## config.mk

```make
export PLATFORM = sky130hd
export DESIGN_NAME = fepc_host
export DESIGN_NICKNAME = d
export VERILOG_FILES = /design/src/fepc_pkg.sv /design/src/fepc_bus_if.sv /design/src/fepc_pin_drv.sv /design/src/fepc_host.sv
export SDC_FILE = /design/constraint.sdc
export NUM_CORES = 1
export LEC_CHECK = 0
export ABC_CLOCK_PERIOD_IN_PS = 4700
export BUFFER_PORTS_ARGS = -buffer_cell sky130_fd_sc_hd__buf_2
export CAP_MARGIN = 5
export CORE_AREA = 2 2 149 151
export CTS_CLUSTER_SIZE = 16
export DETAILED_ROUTE_END_ITERATION = 10
export DIE_AREA = 0 0 151 153
export GPL_ROUTABILITY_DRIVEN = 0
export PLACE_DENSITY_LB_ADDON = 0.15
export REMOVE_ABC_BUFFERS = 1
export SKIP_CTS_REPAIR_TIMING = 1
export SYNTH_ARGS = -nofsm -noshare
export SYNTH_HDL_FRONTEND = slang
export SYNTH_SLANG_ARGS = --single-unit
```

## constraint.sdc

```tcl
create_clock -name mclk -period 4.7 [get_ports mclk]
set_clock_uncertainty 0.05 [all_clocks]
set_input_delay 0.705 -clock mclk [delete_from_list [all_inputs] [get_ports mclk]]
set_output_delay 0.705 -clock mclk [all_outputs]
set_load 0.05 [all_outputs]
```

## src/fepc_pkg.sv

```systemverilog
// constants and types for the flash erase/program host controller
package fepc_pkg;
    localparam int ADDR_W = 15;
    localparam int DATA_W = 8;
    localparam logic [ADDR_W-1:0] LAST_ADDR = 15'h7FFF;
    localparam logic [7:0] CMD_READ = 8'h00;
    localparam logic [7:0] CMD_RESET = 8'hFF;
    localparam logic [7:0] CMD_IDREAD = 8'h90;
    localparam logic [7:0] CMD_ERASE = 8'h20;
    localparam logic [7:0] CMD_ERVFY = 8'hA0;
    localparam logic [7:0] CMD_PROG = 8'h40;
    localparam logic [7:0] CMD_PGVFY = 8'hC0;
    localparam logic [7:0] ERASED_BYTE = 8'hFF;
    localparam logic [7:0] ZERO_BYTE = 8'h00;
    localparam int ERASE_TRIES = 1000;
    localparam int PROG_TRIES = 25;
    localparam int CLK_NS = 40;
    localparam int ERASE_PULSE_MS = 10;
    localparam int PROG_PULSE_US = 10;
    localparam int ERASE_CYC = (ERASE_PULSE_MS * 1000000 + CLK_NS - 1) / CLK_NS;
    localparam int PROG_CYC = (PROG_PULSE_US * 1000 + CLK_NS - 1) / CLK_NS;
    // strobe phases; 3 cycles each = 120 ns, read strobe 4 = 160 ns, well beyond glitch width
    localparam int SETUP_CYC = 3;
    localparam int STROBE_CYC = 3;
    localparam int HOLD_CYC = 3;
    localparam int READ_CYC = 4;
    localparam logic [1:0] OP_WRITE = 2'h1;
    localparam logic [1:0] OP_READ = 2'h2;
    typedef enum logic [1:0] {
        BUS_IDLE = 2'b00,
        BUS_SETUP = 2'b01,
        BUS_STROBE = 2'b10,
        BUS_HOLD = 2'b11
    } fepc_bus_e;
    typedef enum logic [3:0] {
        SQ_IDLE = 4'b0000,
        SQ_ZFILL = 4'b0001,
        SQ_ESETUP = 4'b0010,
        SQ_ERASE = 4'b0011,
        SQ_EWAIT = 4'b0100,
        SQ_EVFY = 4'b0101,
        SQ_PSETUP = 4'b0110,
        SQ_PROG = 4'b0111,
        SQ_PWAIT = 4'b1000,
        SQ_PVFY = 4'b1001,
        SQ_RESET = 4'b1010,
        SQ_DONE = 4'b1011,
        SQ_FAIL = 4'b1100,
        SQ_IDRD = 4'b1101
    } fepc_seq_e;
endpackage : fepc_pkg

```

## src/fepc_bus_if.sv

```systemverilog
// request/answer carrier between sequencer and pin driver
`timescale 1ns/1ps
interface fepc_bus_if;
    import fepc_pkg::*;
    logic req;
    logic [1:0] op;
    logic [ADDR_W-1:0] addr;
    logic [DATA_W-1:0] wdata;
    logic idle;
    logic done;
    logic [DATA_W-1:0] rdata;
    modport seq (output req, op, addr, wdata, input idle, done, rdata);
    modport drv (input req, op, addr, wdata, output idle, done, rdata);
endinterface : fepc_bus_if

```

## src/fepc_pin_drv.sv

```systemverilog
// pin driver: one flash bus cycle per request
`timescale 1ns/1ps
module fepc_pin_drv
    import fepc_pkg::*;
(
    input wire logic mclk,
    input wire logic rstn,
    fepc_bus_if.drv bus,
    output logic ceN,
    output logic oeN,
    output logic weN,
    output logic [ADDR_W-1:0] flashAddr,
    output logic [DATA_W-1:0] dqOut,
    output logic dqOe,
    input wire logic [DATA_W-1:0] dqIn
);
    fepc_bus_e st_q;
    logic [2:0] cnt_q;
    logic isRd_q;
    assign bus.idle = (st_q == BUS_IDLE);
    always_ff @(posedge mclk) begin
        if (!rstn) begin
            st_q <= BUS_IDLE;
            cnt_q <= 3'h0;
            isRd_q <= 1'b0;
            bus.done <= 1'b0;
        end else begin
            bus.done <= 1'b0;
            case (st_q)
                BUS_IDLE: begin
                    if (bus.req) begin
                        isRd_q <= (bus.op == OP_READ);
                        st_q <= BUS_SETUP;
                        cnt_q <= 3'(SETUP_CYC - 1);
                    end
                end
                BUS_SETUP: begin
                    if (cnt_q == 3'h0) begin
                        st_q <= BUS_STROBE;
                        cnt_q <= isRd_q ? 3'(READ_CYC - 1)
                                        : 3'(STROBE_CYC - 1);
                    end else begin
                        cnt_q <= cnt_q - 3'h1;
                    end
                end
                BUS_STROBE: begin
                    if (cnt_q == 3'h0) begin
                        st_q <= BUS_HOLD;
                        cnt_q <= 3'(HOLD_CYC - 1);
                    end else begin
                        cnt_q <= cnt_q - 3'h1;
                    end
                end
                BUS_HOLD: begin
                    if (cnt_q == 3'h0) begin
                        st_q <= BUS_IDLE;
                        bus.done <= 1'b1;
                    end else begin
                        cnt_q <= cnt_q - 3'h1;
                    end
                end
                default: st_q <= BUS_IDLE;
            endcase
        end
    end
    // address and data held steady across the whole cycle: address
    // stable before we falls, data stable through its rise
    always_ff @(posedge mclk) begin
        if (!rstn) begin
            flashAddr <= '0;
            dqOut <= '0;
        end else if (st_q == BUS_IDLE && bus.req) begin
            flashAddr <= bus.addr;
            dqOut <= bus.wdata;
        end
    end
    always_ff @(posedge mclk) begin
        if (!rstn) begin
            bus.rdata <= '0;
        end else if (st_q == BUS_STROBE && isRd_q && cnt_q == 3'h0) begin
            bus.rdata <= dqIn;
        end
    end
    // strobes registered so no decode glitch reaches the pins
    always_ff @(posedge mclk) begin
        if (!rstn) begin
            ceN <= 1'b1;
            oeN <= 1'b1;
            weN <= 1'b1;
            dqOe <= 1'b0;
        end else begin
            ceN <= !(st_q != BUS_IDLE || bus.req);
            oeN <= !(isRd_q && st_q == BUS_STROBE);
            weN <= !(!isRd_q && st_q == BUS_STROBE);
            dqOe <= !isRd_q && st_q != BUS_IDLE;
        end
    end
endmodule : fepc_pin_drv

```

## src/fepc_host.sv

```systemverilog
// host sequencer: zero fill, bulk erase, program and id read
`timescale 1ns/1ps
module fepc_host
    import fepc_pkg::*;
#(
    parameter int ERASE_CYCLES = ERASE_CYC,
    parameter int PROG_CYCLES = PROG_CYC,
    parameter logic [ADDR_W-1:0] LAST = LAST_ADDR
)
(
    input wire logic mclk,
    input wire logic rstn,
    input wire logic startErase,
    input wire logic startProg,
    input wire logic startId,
    input wire logic [ADDR_W-1:0] progAddr,
    input wire logic [DATA_W-1:0] progData,
    input wire logic programSupplyHigh,
    output logic busy,
    output logic opDone,
    output logic opFail,
    output logic [DATA_W-1:0] makerCode,
    output logic [DATA_W-1:0] deviceCode,
    output logic ceN,
    output logic oeN,
    output logic weN,
    output logic [ADDR_W-1:0] flashAddr,
    output logic [DATA_W-1:0] dqOut,
    output logic dqOe,
    input wire logic [DATA_W-1:0] dqIn,
    output logic programSupplyEnable
);
    fepc_bus_if bus ();
    fepc_pin_drv u_drv (
        .mclk(mclk),
        .rstn(rstn),
        .bus(bus),
        .ceN(ceN),
        .oeN(oeN),
        .weN(weN),
        .flashAddr(flashAddr),
        .dqOut(dqOut),
        .dqOe(dqOe),
        .dqIn(dqIn)
    );
    fepc_seq_e st_q;
    logic [ADDR_W-1:0] addr_q;
    logic [DATA_W-1:0] data_q;
    logic [9:0] tries_q;
    logic [19:0] wait_q;
    logic issued_q;
    logic eraseMode_q;
    logic idPhase_q;
    logic isErase_q;
    // a bus request is fired once per bus cycle, then we wait for done before the next
    function automatic logic [1:0] op_of(input fepc_seq_e s);
        case (s)
            SQ_EVFY, SQ_PVFY, SQ_IDRD: op_of = OP_READ;
            default: op_of = OP_WRITE;
        endcase
    endfunction : op_of
    logic needBus;
    logic [DATA_W-1:0] cmdByte;
    always_comb begin
        needBus = 1'b1;
        cmdByte = CMD_READ;
        case (st_q)
            SQ_ZFILL: cmdByte = CMD_PROG;
            SQ_ESETUP, SQ_ERASE: cmdByte = CMD_ERASE;
            SQ_EVFY: cmdByte = CMD_ERVFY;
            SQ_PSETUP: cmdByte = CMD_PROG;
            SQ_PROG: cmdByte = data_q;
            SQ_PVFY: cmdByte = CMD_PGVFY;
            SQ_RESET: cmdByte = CMD_RESET;
            SQ_IDRD: cmdByte = CMD_IDREAD;
            default: needBus = 1'b0;
        endcase
    end
    // the verify states issue a command write then a read: idPhase_q picks
    // no bus cycle starts until the program supply reports high
    assign bus.req = needBus && !issued_q && bus.idle
                     && programSupplyHigh;
    assign bus.op = (op_of(st_q) == OP_READ && idPhase_q) ? OP_READ : OP_WRITE;
    assign bus.addr = (st_q == SQ_EVFY || st_q == SQ_PROG
                       || st_q == SQ_IDRD) ? addr_q : '0;
    assign bus.wdata = cmdByte;
    assign busy = (st_q != SQ_IDLE);
    // the id command sequence writes the command register, so it needs
    // the supply as well
    assign programSupplyEnable = busy;
    logic verifyOk;
    assign verifyOk = isErase_q ? (bus.rdata == ERASED_BYTE)
                                : (bus.rdata == data_q);
    always_ff @(posedge mclk) begin
        if (!rstn) begin
            st_q <= SQ_IDLE;
            addr_q <= '0;
            data_q <= '0;
            tries_q <= '0;
            wait_q <= '0;
            issued_q <= 1'b0;
            eraseMode_q <= 1'b0;
            idPhase_q <= 1'b0;
            isErase_q <= 1'b0;
            opDone <= 1'b0;
            opFail <= 1'b0;
            makerCode <= '0;
            deviceCode <= '0;
        end else begin
            opDone <= 1'b0;
            opFail <= 1'b0;
            if (bus.req) begin
                issued_q <= 1'b1;
            end
            if (bus.done) begin
                issued_q <= 1'b0;
            end
            case (st_q)
                SQ_IDLE: begin
                    tries_q <= '0;
                    idPhase_q <= 1'b0;
                    if (startErase) begin
                        eraseMode_q <= 1'b1;
                        addr_q <= '0;
                        data_q <= ZERO_BYTE;
                        st_q <= SQ_PSETUP;
                    end else if (startProg) begin
                        eraseMode_q <= 1'b0;
                        addr_q <= progAddr;
                        data_q <= progData;
                        st_q <= SQ_PSETUP;
                    end else if (startId) begin
                        addr_q <= '0;
                        st_q <= SQ_IDRD;
                    end
                end
                SQ_PSETUP: begin
                    isErase_q <= 1'b0;
                    if (bus.done) st_q <= SQ_PROG;
                end
                SQ_PROG: begin
                    wait_q <= 20'(PROG_CYCLES);
                    if (bus.done) st_q <= SQ_PWAIT;
                end
                SQ_PWAIT: begin
                    if (wait_q <= 20'h1) st_q <= SQ_PVFY;
                    else wait_q <= wait_q - 20'h1;
                end
                SQ_PVFY: begin
                    if (bus.done) begin
                        if (!idPhase_q) begin
                            idPhase_q <= 1'b1;
                        end else begin
                            idPhase_q <= 1'b0;
                            if (verifyOk && eraseMode_q && addr_q != LAST) begin
                                addr_q <= addr_q + 1'b1;
                                tries_q <= '0;
                                st_q <= SQ_PSETUP;
                            end else if (verifyOk && eraseMode_q) begin
                                addr_q <= '0;
                                tries_q <= '0;
                                st_q <= SQ_ESETUP;
                            end else if (verifyOk) begin
                                st_q <= SQ_RESET;
                            end else if (tries_q == 10'(PROG_TRIES - 1)) begin
                                opFail <= 1'b1;
                                st_q <= SQ_FAIL;
                            end else begin
                                tries_q <= tries_q + 10'h1;
                                st_q <= SQ_PSETUP;
                            end
                        end
                    end
                end
                SQ_ESETUP: begin
                    isErase_q <= 1'b1;
                    if (bus.done) st_q <= SQ_ERASE;
                end
                SQ_ERASE: begin
                    wait_q <= 20'(ERASE_CYCLES);
                    if (bus.done) st_q <= SQ_EWAIT;
                end
                SQ_EWAIT: begin
                    if (wait_q <= 20'h1) st_q <= SQ_EVFY;
                    else wait_q <= wait_q - 20'h1;
                end
                SQ_EVFY: begin
                    if (bus.done) begin
                        if (!idPhase_q) begin
                            idPhase_q <= 1'b1;
                        end else begin
                            idPhase_q <= 1'b0;
                            if (verifyOk && addr_q != LAST) begin
                                addr_q <= addr_q + 1'b1;
                            end else if (verifyOk) begin
                                st_q <= SQ_RESET;
                            end else if (tries_q == 10'(ERASE_TRIES - 1)) begin
                                opFail <= 1'b1;
                                st_q <= SQ_FAIL;
                            end else begin
                                tries_q <= tries_q + 10'h1;
                                st_q <= SQ_ESETUP;
                            end
                        end
                    end
                end
                SQ_IDRD: begin
                    if (bus.done && idPhase_q) begin
                        if (addr_q[0]) begin
                            deviceCode <= bus.rdata;
                            st_q <= SQ_RESET;
                        end else begin
                            makerCode <= bus.rdata;
                            addr_q <= addr_q + 1'b1;
                        end
                    end
                    if (bus.done) idPhase_q <= !idPhase_q;
                end
                SQ_RESET: begin
                    if (bus.done) begin
                        if (idPhase_q) begin
                            idPhase_q <= 1'b0;
                            st_q <= SQ_DONE;
                        end else begin
                            idPhase_q <= 1'b1;
                        end
                    end
                end
                SQ_DONE: begin
                    opDone <= 1'b1;
                    st_q <= SQ_IDLE;
                end
                SQ_FAIL: st_q <= SQ_RESET;
                default: st_q <= SQ_IDLE;
            endcase
        end
    end
endmodule : fepc_host

```

# Word-level counts from Yosys, hierarchy flattened
# Cells that the tools add are included.
[op_classes]
addsub = 4
n_mux = 92
n_bitwise = 2
n_reduce_logical = 53
order_cmp = 1
eq_ne = 54
[ops]
columns = ["operator", "n"]
rows = [
  ["15-bit 2-to-1 mux", 13],
  ["10-bit 2-to-1 mux", 11],
  ["4-bit 2-to-1 mux", 24],
  ["15-bit one-hot mux with 4 select lines", 1],
  ["20-bit one-hot mux with 3 select lines", 1],
  ["8-bit one-hot mux with 7 select lines", 1],
  ["4-bit one-hot mux with 12 select lines", 1],
  ["2-bit by 1-bit inequality test with 1-bit output (second input constant)", 15],
  ["10-bit one-hot mux with 3 select lines", 1],
  ["4-bit == test (second input constant)", 6],
  ["2-bit inequality test (second input constant)", 12],
  ["1-bit 2-to-1 mux", 21],
  ["20-bit by 1-bit less-or-equal comparator with 1-bit output (second input constant)", 1],
  ["20-bit 2-to-1 mux", 1],
  ["10-bit AND reduction", 2],
  ["20-bit by 1-bit subtractor with 20-bit output (second input constant)", 1],
  ["4-bit by 3-bit == test with 1-bit output (second input constant)", 4],
  ["8-bit 2-to-1 mux", 2],
  ["16-bit AND reduction", 1],
  ["15-bit by 1-bit adder with 15-bit output (second input constant)", 1],
  ["15-bit inequality test (second input constant)", 1],
  ["1-bit logical AND", 13],
  ["2-bit 2-to-1 mux", 6],
  ["3-bit 2-to-1 mux", 4],
  ["32 further kinds", 62],
]
[word_totals]
word_cells = 231
input_bits = 37
output_inout_bits = 47
regBits = 121

# Depth between registers and ports, before layout
# Gate-level depths: netlist of the first run.
[depth]
ltp_word = 8
depth_mapped = 10

# Cells and area by module
# From an unflattened synthesis of the first run, not the netlist that was laid out.
[unflattened]
cells_unflattened = 872
area_unflattened_um2 = 6645.1
[by_module_without_submodules]
columns = ["module", "area_each_um2", "n_inst", "cells_each"]
rows = [
  ["fepc_host", 5018.6, 1, 677],
  ["fepc_pin_drv", 1626.6, 1, 195],
]

# Worst setup path before layout of the first run
# No wires, ideal clock.
[synth_path]
kind = "reg2out"
from = "reg st_q[2]"
to = "out programSupplyEnable"
stages_incl_launch_ff = 8
path_slack_ns = 1.945
t_required_ns = 3.945
t_arrival_ns = 2.000
path_cell_list = "dfxtp_1 buf_2 clkinv_1 nand2_1 nor3_1 inv_1 clkbuf_1 buf_4"
[synth_between]
elab_chain_len = 1
[synth_lines]
columns = ["element", "line_no", "rtl"]
rows = [
  ["start: declaration", "fepc_host.sv:46", "fepc_seq_e st_q;"],
  ["start signal: assignment", "fepc_host.sv:96", "st_q <= SQ_IDLE;"],
  ["start signal: assignment", "fepc_host.sv:126", "st_q <= SQ_PSETUP;"],
  ["start signal: assignment", "fepc_host.sv:131", "st_q <= SQ_PSETUP;"],
  ["4-bit nonzero test", "fepc_host.sv:87", "assign busy = (st_q != SQ_IDLE);"],
  ["end: declaration", "fepc_host.sv:31", "output logic programSupplyEnable"],
]
# Every way passes these cells.

# Worst setup path after layout of the first run
# Ends and elaborated chain as after synthesis.

==> metrics.yaml, run 1 <==
syn_area_per_cell_um2: 7.93
path_buf_inv: 4
cp_data_required_time_ns: 3.94
vias: 6034
hold_class: "reg -> reg"
pwr_density_cell_nw_per_um2: 571
synth_area_um2: 6370
via_per_inst: 5.20
die_w_um: 151
worstMarginPinSlew_ns: 1.20
synth_enable_flop_cells: 0
hold_viol: 0
period_share: 0.770
antenna_found_initial: 0
tritoncts: "done"
ys_types: 72
rows: 54
ff2ff_path_depth: 7
p_leak_uw: 0.00282
r2r_end: "tries_q[8]"
io_pins: 84
synth_ff_type: "dfxtp_1"
worst-r2r-setup-slack_ns: 1.36
yosysWarnings: 0
clk_path_buf_depth: 2
dr.pass1.iters: 5
startpoint_type: "flip-flop"
io_buffers: 83
cts_htree_levels: 4
place_area_um2: 7030
post-route-util: 0.354
outcome: "finished clean"
drc: 0
arrival_ns: 2.87
place_hpwl_um: 13500
grt.overflow.total: 0
setup_violations: 0
relSlewSlack: 0.198
cts_buffers: 17
root_buffer: "clkbuf_16"
grt_pass1_wl_um: 31300
clkLatencyLatePin_ns: 0.42
hold_end: "wait_q[14]"
yosysSeqAreaShare: 0.380
layout_common_cells: "dfxtp_1, nor2_1, buf_2"
worstHoldStart: "wait_q[14]"
hold_depth: 2
ir_drop_v: 0.000267
layout-drive-gt1-share: 0.161
grt_max_degree: 34
critPathTopFamily: "buffers and inverters"
synthCells: 804
cts.reportedPaths.clkPinSlew_ns: 0.06
cp_slowest_stage_delay_ns: 0.66
reg2reg_from: "st_q[2]"
die_h_um: 153
tns_ns: 0
grt_pass1_vias: 5759
max_freq_mhz: 276
final_antenna_net_count: 0
final_area_um2: 7600
diodes: 0
max_cap_violations: 0
worstPathCellList: "clkinv_1 -> nand2_1 -> nor3_1 -> buf_4 -> inv_1 -> buf_2"
finalMaxSlewViolations: 0
wl_per_cell_um: 16.5
dr.first_iter.drc_count: 395
start_util: 0.297
dp.cells: 1129
path_max_fanout: 18
area_growth_pct: 19.2
period_minus_slack_ns: 3.62
coreArea_um2: 21500
fillCellCount: 2316
grt_setup_unrepaired: "false"
grt.total_usage: 0.170
clock-sinks: 121
crit_path_end_kind: "primary output"
dieArea_um2: 23100
routed_wl_um: 19200
critPathSlowestCell: "dfxtp_1"
critPathKind: "reg -> out"
fin_cells: 1161
multiInputGateArea_um2: 3680
seq_area_um2: 2420
synth-seq-cells: 121
final_common_cell: "dfxtp_1"
ys_async_sr_fraction: 0
nets: 917
-- through the flow --
step	setup WS, ns	hold slack [ns]	total power (uW)
final	1.08	0.402	4340
after CTS	1.13	0.405	4380
after floorplan	1.09	0.372	2580
after global routing	0.878	0.434	4640
after global placement	1.54	0.398	3090
after detailed placement	1.38	0.398	3090
-- synth_stat cells (all sizes together) (4+ instances only) --
master	count	area [um^2]
a22oi	21	158
o21a	6	45.0
clkbuf	44	165
xor2	5	43.8
o31a	4	35.0
xnor2	14	123
nand4	6	37.5
nand2b	17	106
or3	8	50.1
a21oi	77	385
nand2	74	278
inv	18	67.6
buf	5	36.3
mux2i	13	130
nor2	97	364
dfxtp	121	2420
o31ai	6	45.0
a2bb2oi	4	35.0
ha	12	150
nor3b	4	30.0
nor3	35	186
nor4	8	50.1
a31oi	5	37.5
a21o	7	52.6
nand3	38	195
a311oi	4	41.3
o211ai	7	52.6
and2	9	56.3
and3	17	106
nor4b	4	41.3
a32o	6	60.1
nor2b	9	56.3
a211oi	6	57.6
o21ai	42	210
-- layout make-up --
class                      instances  share of cell area
timing repair buffer              94              0.0655
multi-input combinational        614               0.484
inverter                          20             0.00988
tap                              280              0.0461
sequential                       121               0.319
clock buffer                      19              0.0596
clock inverter                    13              0.0160
-- report_power, final --
| part | switching, uW | leakage (uW) | internal (uW) | total (uW) |
|---|---|---|---|---|
| clock | 515 | 0.000268 | 758 | 1270 |
| sequential | 172 | 0.000981 | 1170 | 1340 |
| combinational | 1130 | 0.00157 | 600 | 1730 |
| total | 1810 | 0.00282 | 2530 | 4340 |
-- per-layer routing --
| metal | vias to the layer above | track usage | routed length [um] |
|---|---|---|---|
| met1 | 2850 | 0.241 | 9570 |
| met4 | 0 | 0.0485 | 249 |
| li1 | 3055 | - | - |
| met5 | - | 0 | 0 |
| met3 | 17 | 0.0352 | 725 |
| met2 | 112 | 0.260 | 8660 |
-- tightest hold or removal path, cell delays in order, from the launching register on --
cell,delay [ns]
dfxtp_1,0.30
nand2_1,0.05
a21oi_1,0.05
-- logic make-up (layout without fill, tap and decap cells) --
| kind of cell | Yosys count | in the layout | share of synthesized area |
|---|---|---|---|
| muxes | 15 | 15 | 0.0239 |
| DFF | 121 | 121 | 0.380 |
| and+or+nand+nor | 342 | 342 | 0.266 |
| adders and majority gates | 12 | 12 | 0.0236 |
| buffers and inverters | 69 | 146 | 0.0434 |
| AOI/OAI and AO/OA | 226 | 226 | 0.237 |
| xor gates and xnor gates | 19 | 19 | 0.0261 |
-- registers in the layout (all words and copies together) (netlist names), 2 cells and up --
name / count
u_drv.st_q: 2
st_q: 4
makerCode: 8
u_drv.dqOut: 8
tries_q: 10
addr_q: 15
deviceCode: 8
data_q: 8
wait_q: 20
u_drv.cnt_q: 3
u_drv.flashAddr: 15
u_drv.bus.rdata: 8
-- worst max-delay path by stage --
stage | from | end | slack [ns] | cells after the start
floorplan | st_q[3] | tries_q[8] | 1.09 | 8
global placement | st_q[2] | tries_q[8] | 1.54 | 7
detailed placement | st_q[2] | tries_q[8] | 1.38 | 7
CTS | st_q[2] | programSupplyEnable | 1.13 | 6
global route | st_q[2] | programSupplyEnable | 0.88 | 6
finish | st_q[2] | programSupplyEnable | 1.08 | 6
Note: power is estimated with default switching activity, not from simulation.
==> run 2, diff against run 1 <==
Settings changed: ABC_CLOCK_PERIOD_IN_PS 4700 to 3300.
Clock period 4.7 ns to 3.3 ns, I/O delays scaled along.
==> metrics.yaml, run 2 (same netlist as run 1, synthesis figures left out) <==
outcome: "finished clean"
routed.top_layer: "met4"
ir_drop_v: 0.000424  # +59%
max_freq_mhz: 331
die_h_um: 153  # unchanged
power_uw: 6350  # +46%
final_antenna_net_count: 0  # unchanged
final_area_um2: 7770  # +2.2%
hold_class: "in -> reg"
worstPathCellList: "nor4b_2 -> a22oi_1 -> a222oi_1 -> buf_4 -> a31oi_2 -> a2111oi_4 -> buf_4 -> o21ai_0 -> a32o_1"
nets: 936  # +2.1%
wl_per_cell_um: 16.4  # -0.80%
drc: 0  # unchanged
io_pins: 84  # unchanged
cts_htree_levels: 4  # unchanged
dieArea_um2: 23100  # unchanged
clk_path_buf_depth: 2  # unchanged
layout_common_cells: "dfxtp_1, nor2_1, buf_2"
area_growth_pct: 21.8
via_per_inst: 5.19  # about the same
clkLatencyLatePin_ns: 0.43  # about the same
routed_wl_um: 19400  # +0.82%
diodes: 0  # unchanged
period_share: 0.917
relSlewSlack: 0.443  # +0.245
grt_pass1_wl_um: 31200  # -0.18%
die_w_um: 151  # unchanged
fillCellCount: 2272  # -1.9%
top_regs: "wait_q: 20 flops, addr_q: 15 flops, u_drv.flashAddr: 15 flops"
grt.overflow.total: 0  # unchanged
startpoint_type: "flip-flop"
crit_top_cell: "buf_4"
largest_reg_flops: 20  # unchanged
setup_violations: 0  # unchanged
root_buffer: "clkbuf_16"
setup.worst_path.start: "isErase_q"
antenna_found_initial: 0  # unchanged
pwr_density_cell_nw_per_um2: 818  # +43%
vias: 6129  # +1.6%
path_buf_inv: 2  # -2
coreArea_um2: 21500  # unchanged
critPathTopFamily: "compound AO/OA/AOI/OAI gates"
arrival_ns: 3.30  # +0.43 ns
wl_met2_um: 8600  # -0.68%
grt_setup_unrepaired: "false"
critPathKind: "reg -> reg"
worstHoldStart: "dqIn[6]"
period_minus_slack_ns: 3.03
critPathSlowestCell: "a2111oi_4"
reg2reg_from: "isErase_q"
cts_buffers: 17  # unchanged
start_util: 0.297  # unchanged
final_common_cell: "dfxtp_1"
place_area_um2: 7170  # +2.0%
cts.reportedPaths.clkPinSlew_ns: 0.06  # about the same
io_buffers: 83  # unchanged
place_hpwl_um: 14000  # +4.0%
dr.first_iter.drc_count: 421  # +6.6%
cp_slowest_stage_delay_ns: 0.67  # about the same
p_leak_uw: 0.00293  # +3.8%
finalMaxSlewViolations: 0  # unchanged
dr.pass1.iters: 5  # unchanged
grt.total_usage: 0.171  # +0.00138
hold_viol: 0  # unchanged
layout-drive-gt1-share: 0.181  # +0.0199
wl_met3_um: 856  # +18%
cp_data_required_time_ns: 3.57  # -0.37 ns
clock-sinks: 121  # unchanged
largest-register: "wait_q"
grt_max_degree: 31  # -8.8%
worstMarginPinSlew_ns: 0.836  # -0.362 ns
drt-met1-wl_um: 9610  # +0.34%
grt_pass1_vias: 5723  # -0.63%
tns_ns: 0  # unchanged
path_max_fanout: 13  # -5
rows: 54  # unchanged
tritoncts: "done"
crit_path_end_kind: "flip-flop"
max_cap_violations: 0  # unchanged
-- run 2: changes by cell type in the layout (fill, tap and decap cells not counted), moves of 2 or more --
cell / previous run / this run
inv_6: 2 / 4
nor2_2: 0 / 2
nor2_1: 97 / 95
buf_4: 11 / 30
clkbuf_8: 2 / 0
-- run 2: path summary, 6_finish.rpt --
kind / end / depth (start not counted) / slack, ns
min reg2reg: deviceCode[6] / 2 / 0.40
max: addr_q[8] / 9 / 0.27
min: u_drv.bus.rdata[6] / 3 / 0.25
max reg2reg: addr_q[8] / 9 / 0.27
-- run 2: cell type report --
class / instances / area (um^2) / share of cell area
clock buffer: 17 / 425 / 0.0548
clock inverter: 15 / 168 / 0.0216
sequential: 121 / 2420 / 0.312
multi-input combinational: 614 / 3680 / 0.474
tap: 280 / 350 / 0.0451
inverter: 20 / 75.1 / 0.00967
timing repair buffer: 113 / 641 / 0.0825
-- run 2: through the flow --
step	hold WS (ns)	setup WS, ns	cells	util
4_1_cts	0.229	0.191	1180	0.361
3_3_place_gp	0.395	0.182	1148	0.334
6_report	0.247	0.274	1180	0.361
3_5_place_dp	0.399	0.204	1148	0.334
2_1_floorplan	0.372	-0.313	755	-
5_1_grt	0.253	0.0884	1180	0.361
-- run 2: worst min-delay path, cell delays in order --
cell and delay (ns):
buf_2 0.09, nand2_1 0.04, a21oi_1 0.05
-- run 2: where the power goes --
part,switching [uW],internal [uW]
registers,229,1670
logic,1650,921
clock network,759,1130
total,2640,3710
-- run 2: routing by layer --
metal | up-vias | track usage
met5 | - | 0
met4 | 0 | 0.0570
met3 | 21 | 0.0299
met2 | 142 | 0.261
met1 | 2876 | 0.244
li1 | 3090 | -
==> run 3, diff against run 2 <==
Settings changed: ABC_AREA set to 1, CORE_AREA 2 2 149 151 to 2 2 153 155, DIE_AREA 0 0 151 153 to 0 0 155 157.
==> metrics.yaml, run 3 <==
io_buffers: 83  # unchanged
grt_pass1_wl_um: 33700  # +8.0%
place_hpwl_um: 15000  # +7.1%
synth_area_um2: 6710  # +5.3%
rows: 55  # +1.9%
start_util: 0.298  # +0.00155
max_cap_violations: 0  # unchanged
p_leak_uw: 0.00363  # +24%
worst-r2r-setup-slack_ns: 0.44  # +0.16 ns
arrival_ns: 3.14  # -0.16 ns
r2r_end: "addr_q[6]"
hold_viol: 0  # unchanged
area_growth_pct: 19.7
via_per_inst: 4.77  # -8.1%
diodes: 0  # unchanged
clk_path_buf_depth: 2  # unchanged
nets: 1177  # +26%
dp.cells: 1394  # +21%
p_comb_frac: 0.459  # +0.054
period_minus_slack_ns: 2.86  # -0.161 ns
place_area_um2: 7430  # +3.7%
hold_depth: 3  # unchanged
largest_reg_flops: 20  # unchanged
grt_pass1_vias: 6490  # +13%
critPathTopFamily: "simple AND/OR/NAND/NOR gates"
synth_enable_flop_cells: 0  # unchanged
cts_htree_levels: 4  # unchanged
ir_drop_v: 0.000399  # -5.9%
cp_data_required_time_ns: 3.58  # about the same
hold_end: "u_drv.bus.rdata[1]"
antenna_found_initial: 0  # unchanged
dr.pass1.iters: 5  # unchanged
power_switching_uw: 3390  # +28%
share_clk_of_total_power: 0.262  # -0.035
fin_cells: 1426  # +21%
startpoint_type: "flip-flop"
top_regs: "wait_q: 20 flops, addr_q: 15 flops, u_drv.flashAddr: 15 flops"
largest-register: "wait_q"
reg2reg_from: "addr_q[0]"
finalMaxSlewViolations: 0  # unchanged
critPathSlowestCell: "dfxtp_1"
synth_area_leader_cell: "dfxtp_1"
pwr_density_cell_nw_per_um2: 922  # +13%
synth.most_common_cell: "nand2_1"
worstPathCellList: "ha_1 -> nand3_1 -> nor2_1 -> nand4_1 -> nand2_1 -> inv_1 -> nand3_1 -> nand2_1 -> nor2_1 -> nor2_1 -> nor2_1 -> nor2_1"
layout_common_cells: "nand2_1, nor2_1, dfxtp_1"
cts_buffers: 17  # unchanged
hold_class: "in -> reg"
ys_async_sr_fraction: 0  # unchanged
coreArea_um2: 22500  # +4.7%
grt.total_usage: 0.175  # +0.00336
worstHoldStart: "dqIn[1]"
period_share: 0.868  # -0.0489
max_freq_mhz: 349  # +5.6%
die_h_um: 157  # +2.6%
yosysTopAreaCellShare: 0.361  # -0.0191
vias: 6809  # +11%
final_area_um2: 8040  # +3.5%
final_antenna_net_count: 0  # unchanged
tritoncts: "done"
setup.worst_path.start: "addr_q[0]"
routed_wl_um: 20500  # +5.7%
ff2ff_path_depth: 12  # +3
layout-drive-gt1-share: 0.143  # -0.0383
wl_per_cell_um: 14.4  # -12%
netSwitchingFraction: 0.458  # +0.0423
p_seq_frac: 0.278  # -0.021
outcome: "finished clean"
relSlewSlack: 0.462  # +0.0187
fillCellCount: 2489  # +9.6%
yosysWarnings: 0  # unchanged
crit_path_end_kind: "flip-flop"
setup_violations: 0  # unchanged
grt.overflow.total: 0  # unchanged
tns_ns: 0  # unchanged
critPathKind: "reg -> reg"
synth_commonest_cells: "nand2_1, nor2_1, dfxtp_1"
dr.first_iter.drc_count: 354  # -16%
cp_slowest_stage_delay_ns: 0.50  # -0.17 ns
die_w_um: 155  # +2.6%
synth_ff_type: "dfxtp_1"
root_buffer: "clkbuf_16"
ys_types: 46  # -36%
syn_area_per_cell_um2: 6.43  # -19%
crit_top_cell: "nor2_1"
synthCells: 1043  # +30%
clkLatencyLatePin_ns: 0.43  # about the same
io_pins: 84  # unchanged
drc: 0  # unchanged
path_buf_inv: 1  # -1
yosysSeqAreaShare: 0.361  # -0.0191
path_max_fanout: 9  # -4
synth_area_leaders: "dfxtp_1, nand2_1, nor2_1"
dieArea_um2: 24300  # +5.3%
synth-seq-cells: 121  # unchanged
grt_max_degree: 57  # +84%
final_common_cell: "nand2_1"
hold_slack_ns: 0.254  # +0.00707 ns
worstMarginPinSlew_ns: 0.805  # -0.0310 ns
cts.reportedPaths.clkPinSlew_ns: 0.06  # about the same
clock-sinks: 121  # unchanged
grt_setup_unrepaired: "false"
p_int_uw: 4020  # +8.2%
run 3: cell types whose count changed after synthesis, moves of 11 or more:
cell	before	now
nand2_1	74	257
inv_1	18	115
nor2_1	97	148
nand3_1	37	84
clkbuf_1	44	14
o21ai_0	40	64
nor3_1	34	16
nand2b_1	17	0
and3_1	17	1
xnor2_1	14	0
mux2i_1	13	0
inv_2	0	11
run 3: power groups by stage:
| stage | sequential [uW] | combinational, uW | clock, uW |
|---|---|---|---|
| 2_1_floorplan | 2120 | 2440 | 0 |
| 3_3_place_gp | 2090 | 3420 | 0 |
| 3_5_place_dp | 2090 | 3410 | 0 |
| 4_1_cts | 2060 | 3420 | 1980 |
| 5_1_grt | 2110 | 3910 | 2050 |
| 6_report | 2060 | 3400 | 1940 |
run 3: area by class of cell:
| class | count | area, um^2 | area share |
|---|---|---|---|
| clock buffer | 18 | 429 | 0.0534 |
| inverter | 127 | 477 | 0.0593 |
| multi-input combinational | 764 | 3660 | 0.455 |
| timing repair buffer | 97 | 520 | 0.0648 |
| sequential | 121 | 2420 | 0.301 |
| clock inverter | 14 | 173 | 0.0215 |
| tap | 285 | 357 | 0.0444 |
run 3: how the worst max path moves through the flow:
stage | endpoint | slack, ns | cells past startpoint
after floorplan | tries_q[2] | 1.01 | 10
after global placement | addr_q[4] | 0.42 | 12
after detailed placement | addr_q[6] | 0.45 | 12
after CTS | addr_q[2] | 0.43 | 12
after global routing | tries_q[1] | 0.22 | 13
final | addr_q[6] | 0.44 | 12
run 3: metrics by stage:
| stage | util | total power (uW) | worst slack, ns |
|---|---|---|---|
| after floorplan | - | 4570 | 1.01 |
| after global placement | 0.330 | 5510 | 0.419 |
| after detailed placement | 0.330 | 5500 | 0.450 |
| after CTS | 0.357 | 7470 | 0.430 |
| after global routing | 0.357 | 8080 | 0.216 |
| final | 0.357 | 7410 | 0.436 |
run 3: layer usage:
metal | wire length, um | track usage
met1 | 10100 | 0.235
met2 | 9130 | 0.281
met3 | 932 | 0.0336
met4 | 348 | 0.0591
met5 | 0 | 0
run 3: cells by family (layout without fill, tap and decap cells):
group | after synthesis | count (layout) | share of synthesized area
flops | 121 | 121 | 0.361
xor+xnor | 10 | 10 | 0.0131
simple gates | 544 | 544 | 0.345
buf+inv | 158 | 256 | 0.0940
fa+ha+maj | 12 | 12 | 0.0224
compound gates | 198 | 198 | 0.165
run 3: worst reg2reg max path: stages, from the launching register on:
cell     delay, ns
dfxtp_1       0.50
ha_1          0.25
nand3_1       0.11
nor2_1        0.20
nand4_1       0.28
nand2_1       0.20
inv_1         0.06
nand3_1       0.10
nand2_1       0.28
nor2_1        0.49
nor2_1        0.09
nor2_1        0.11
nor2_1        0.04
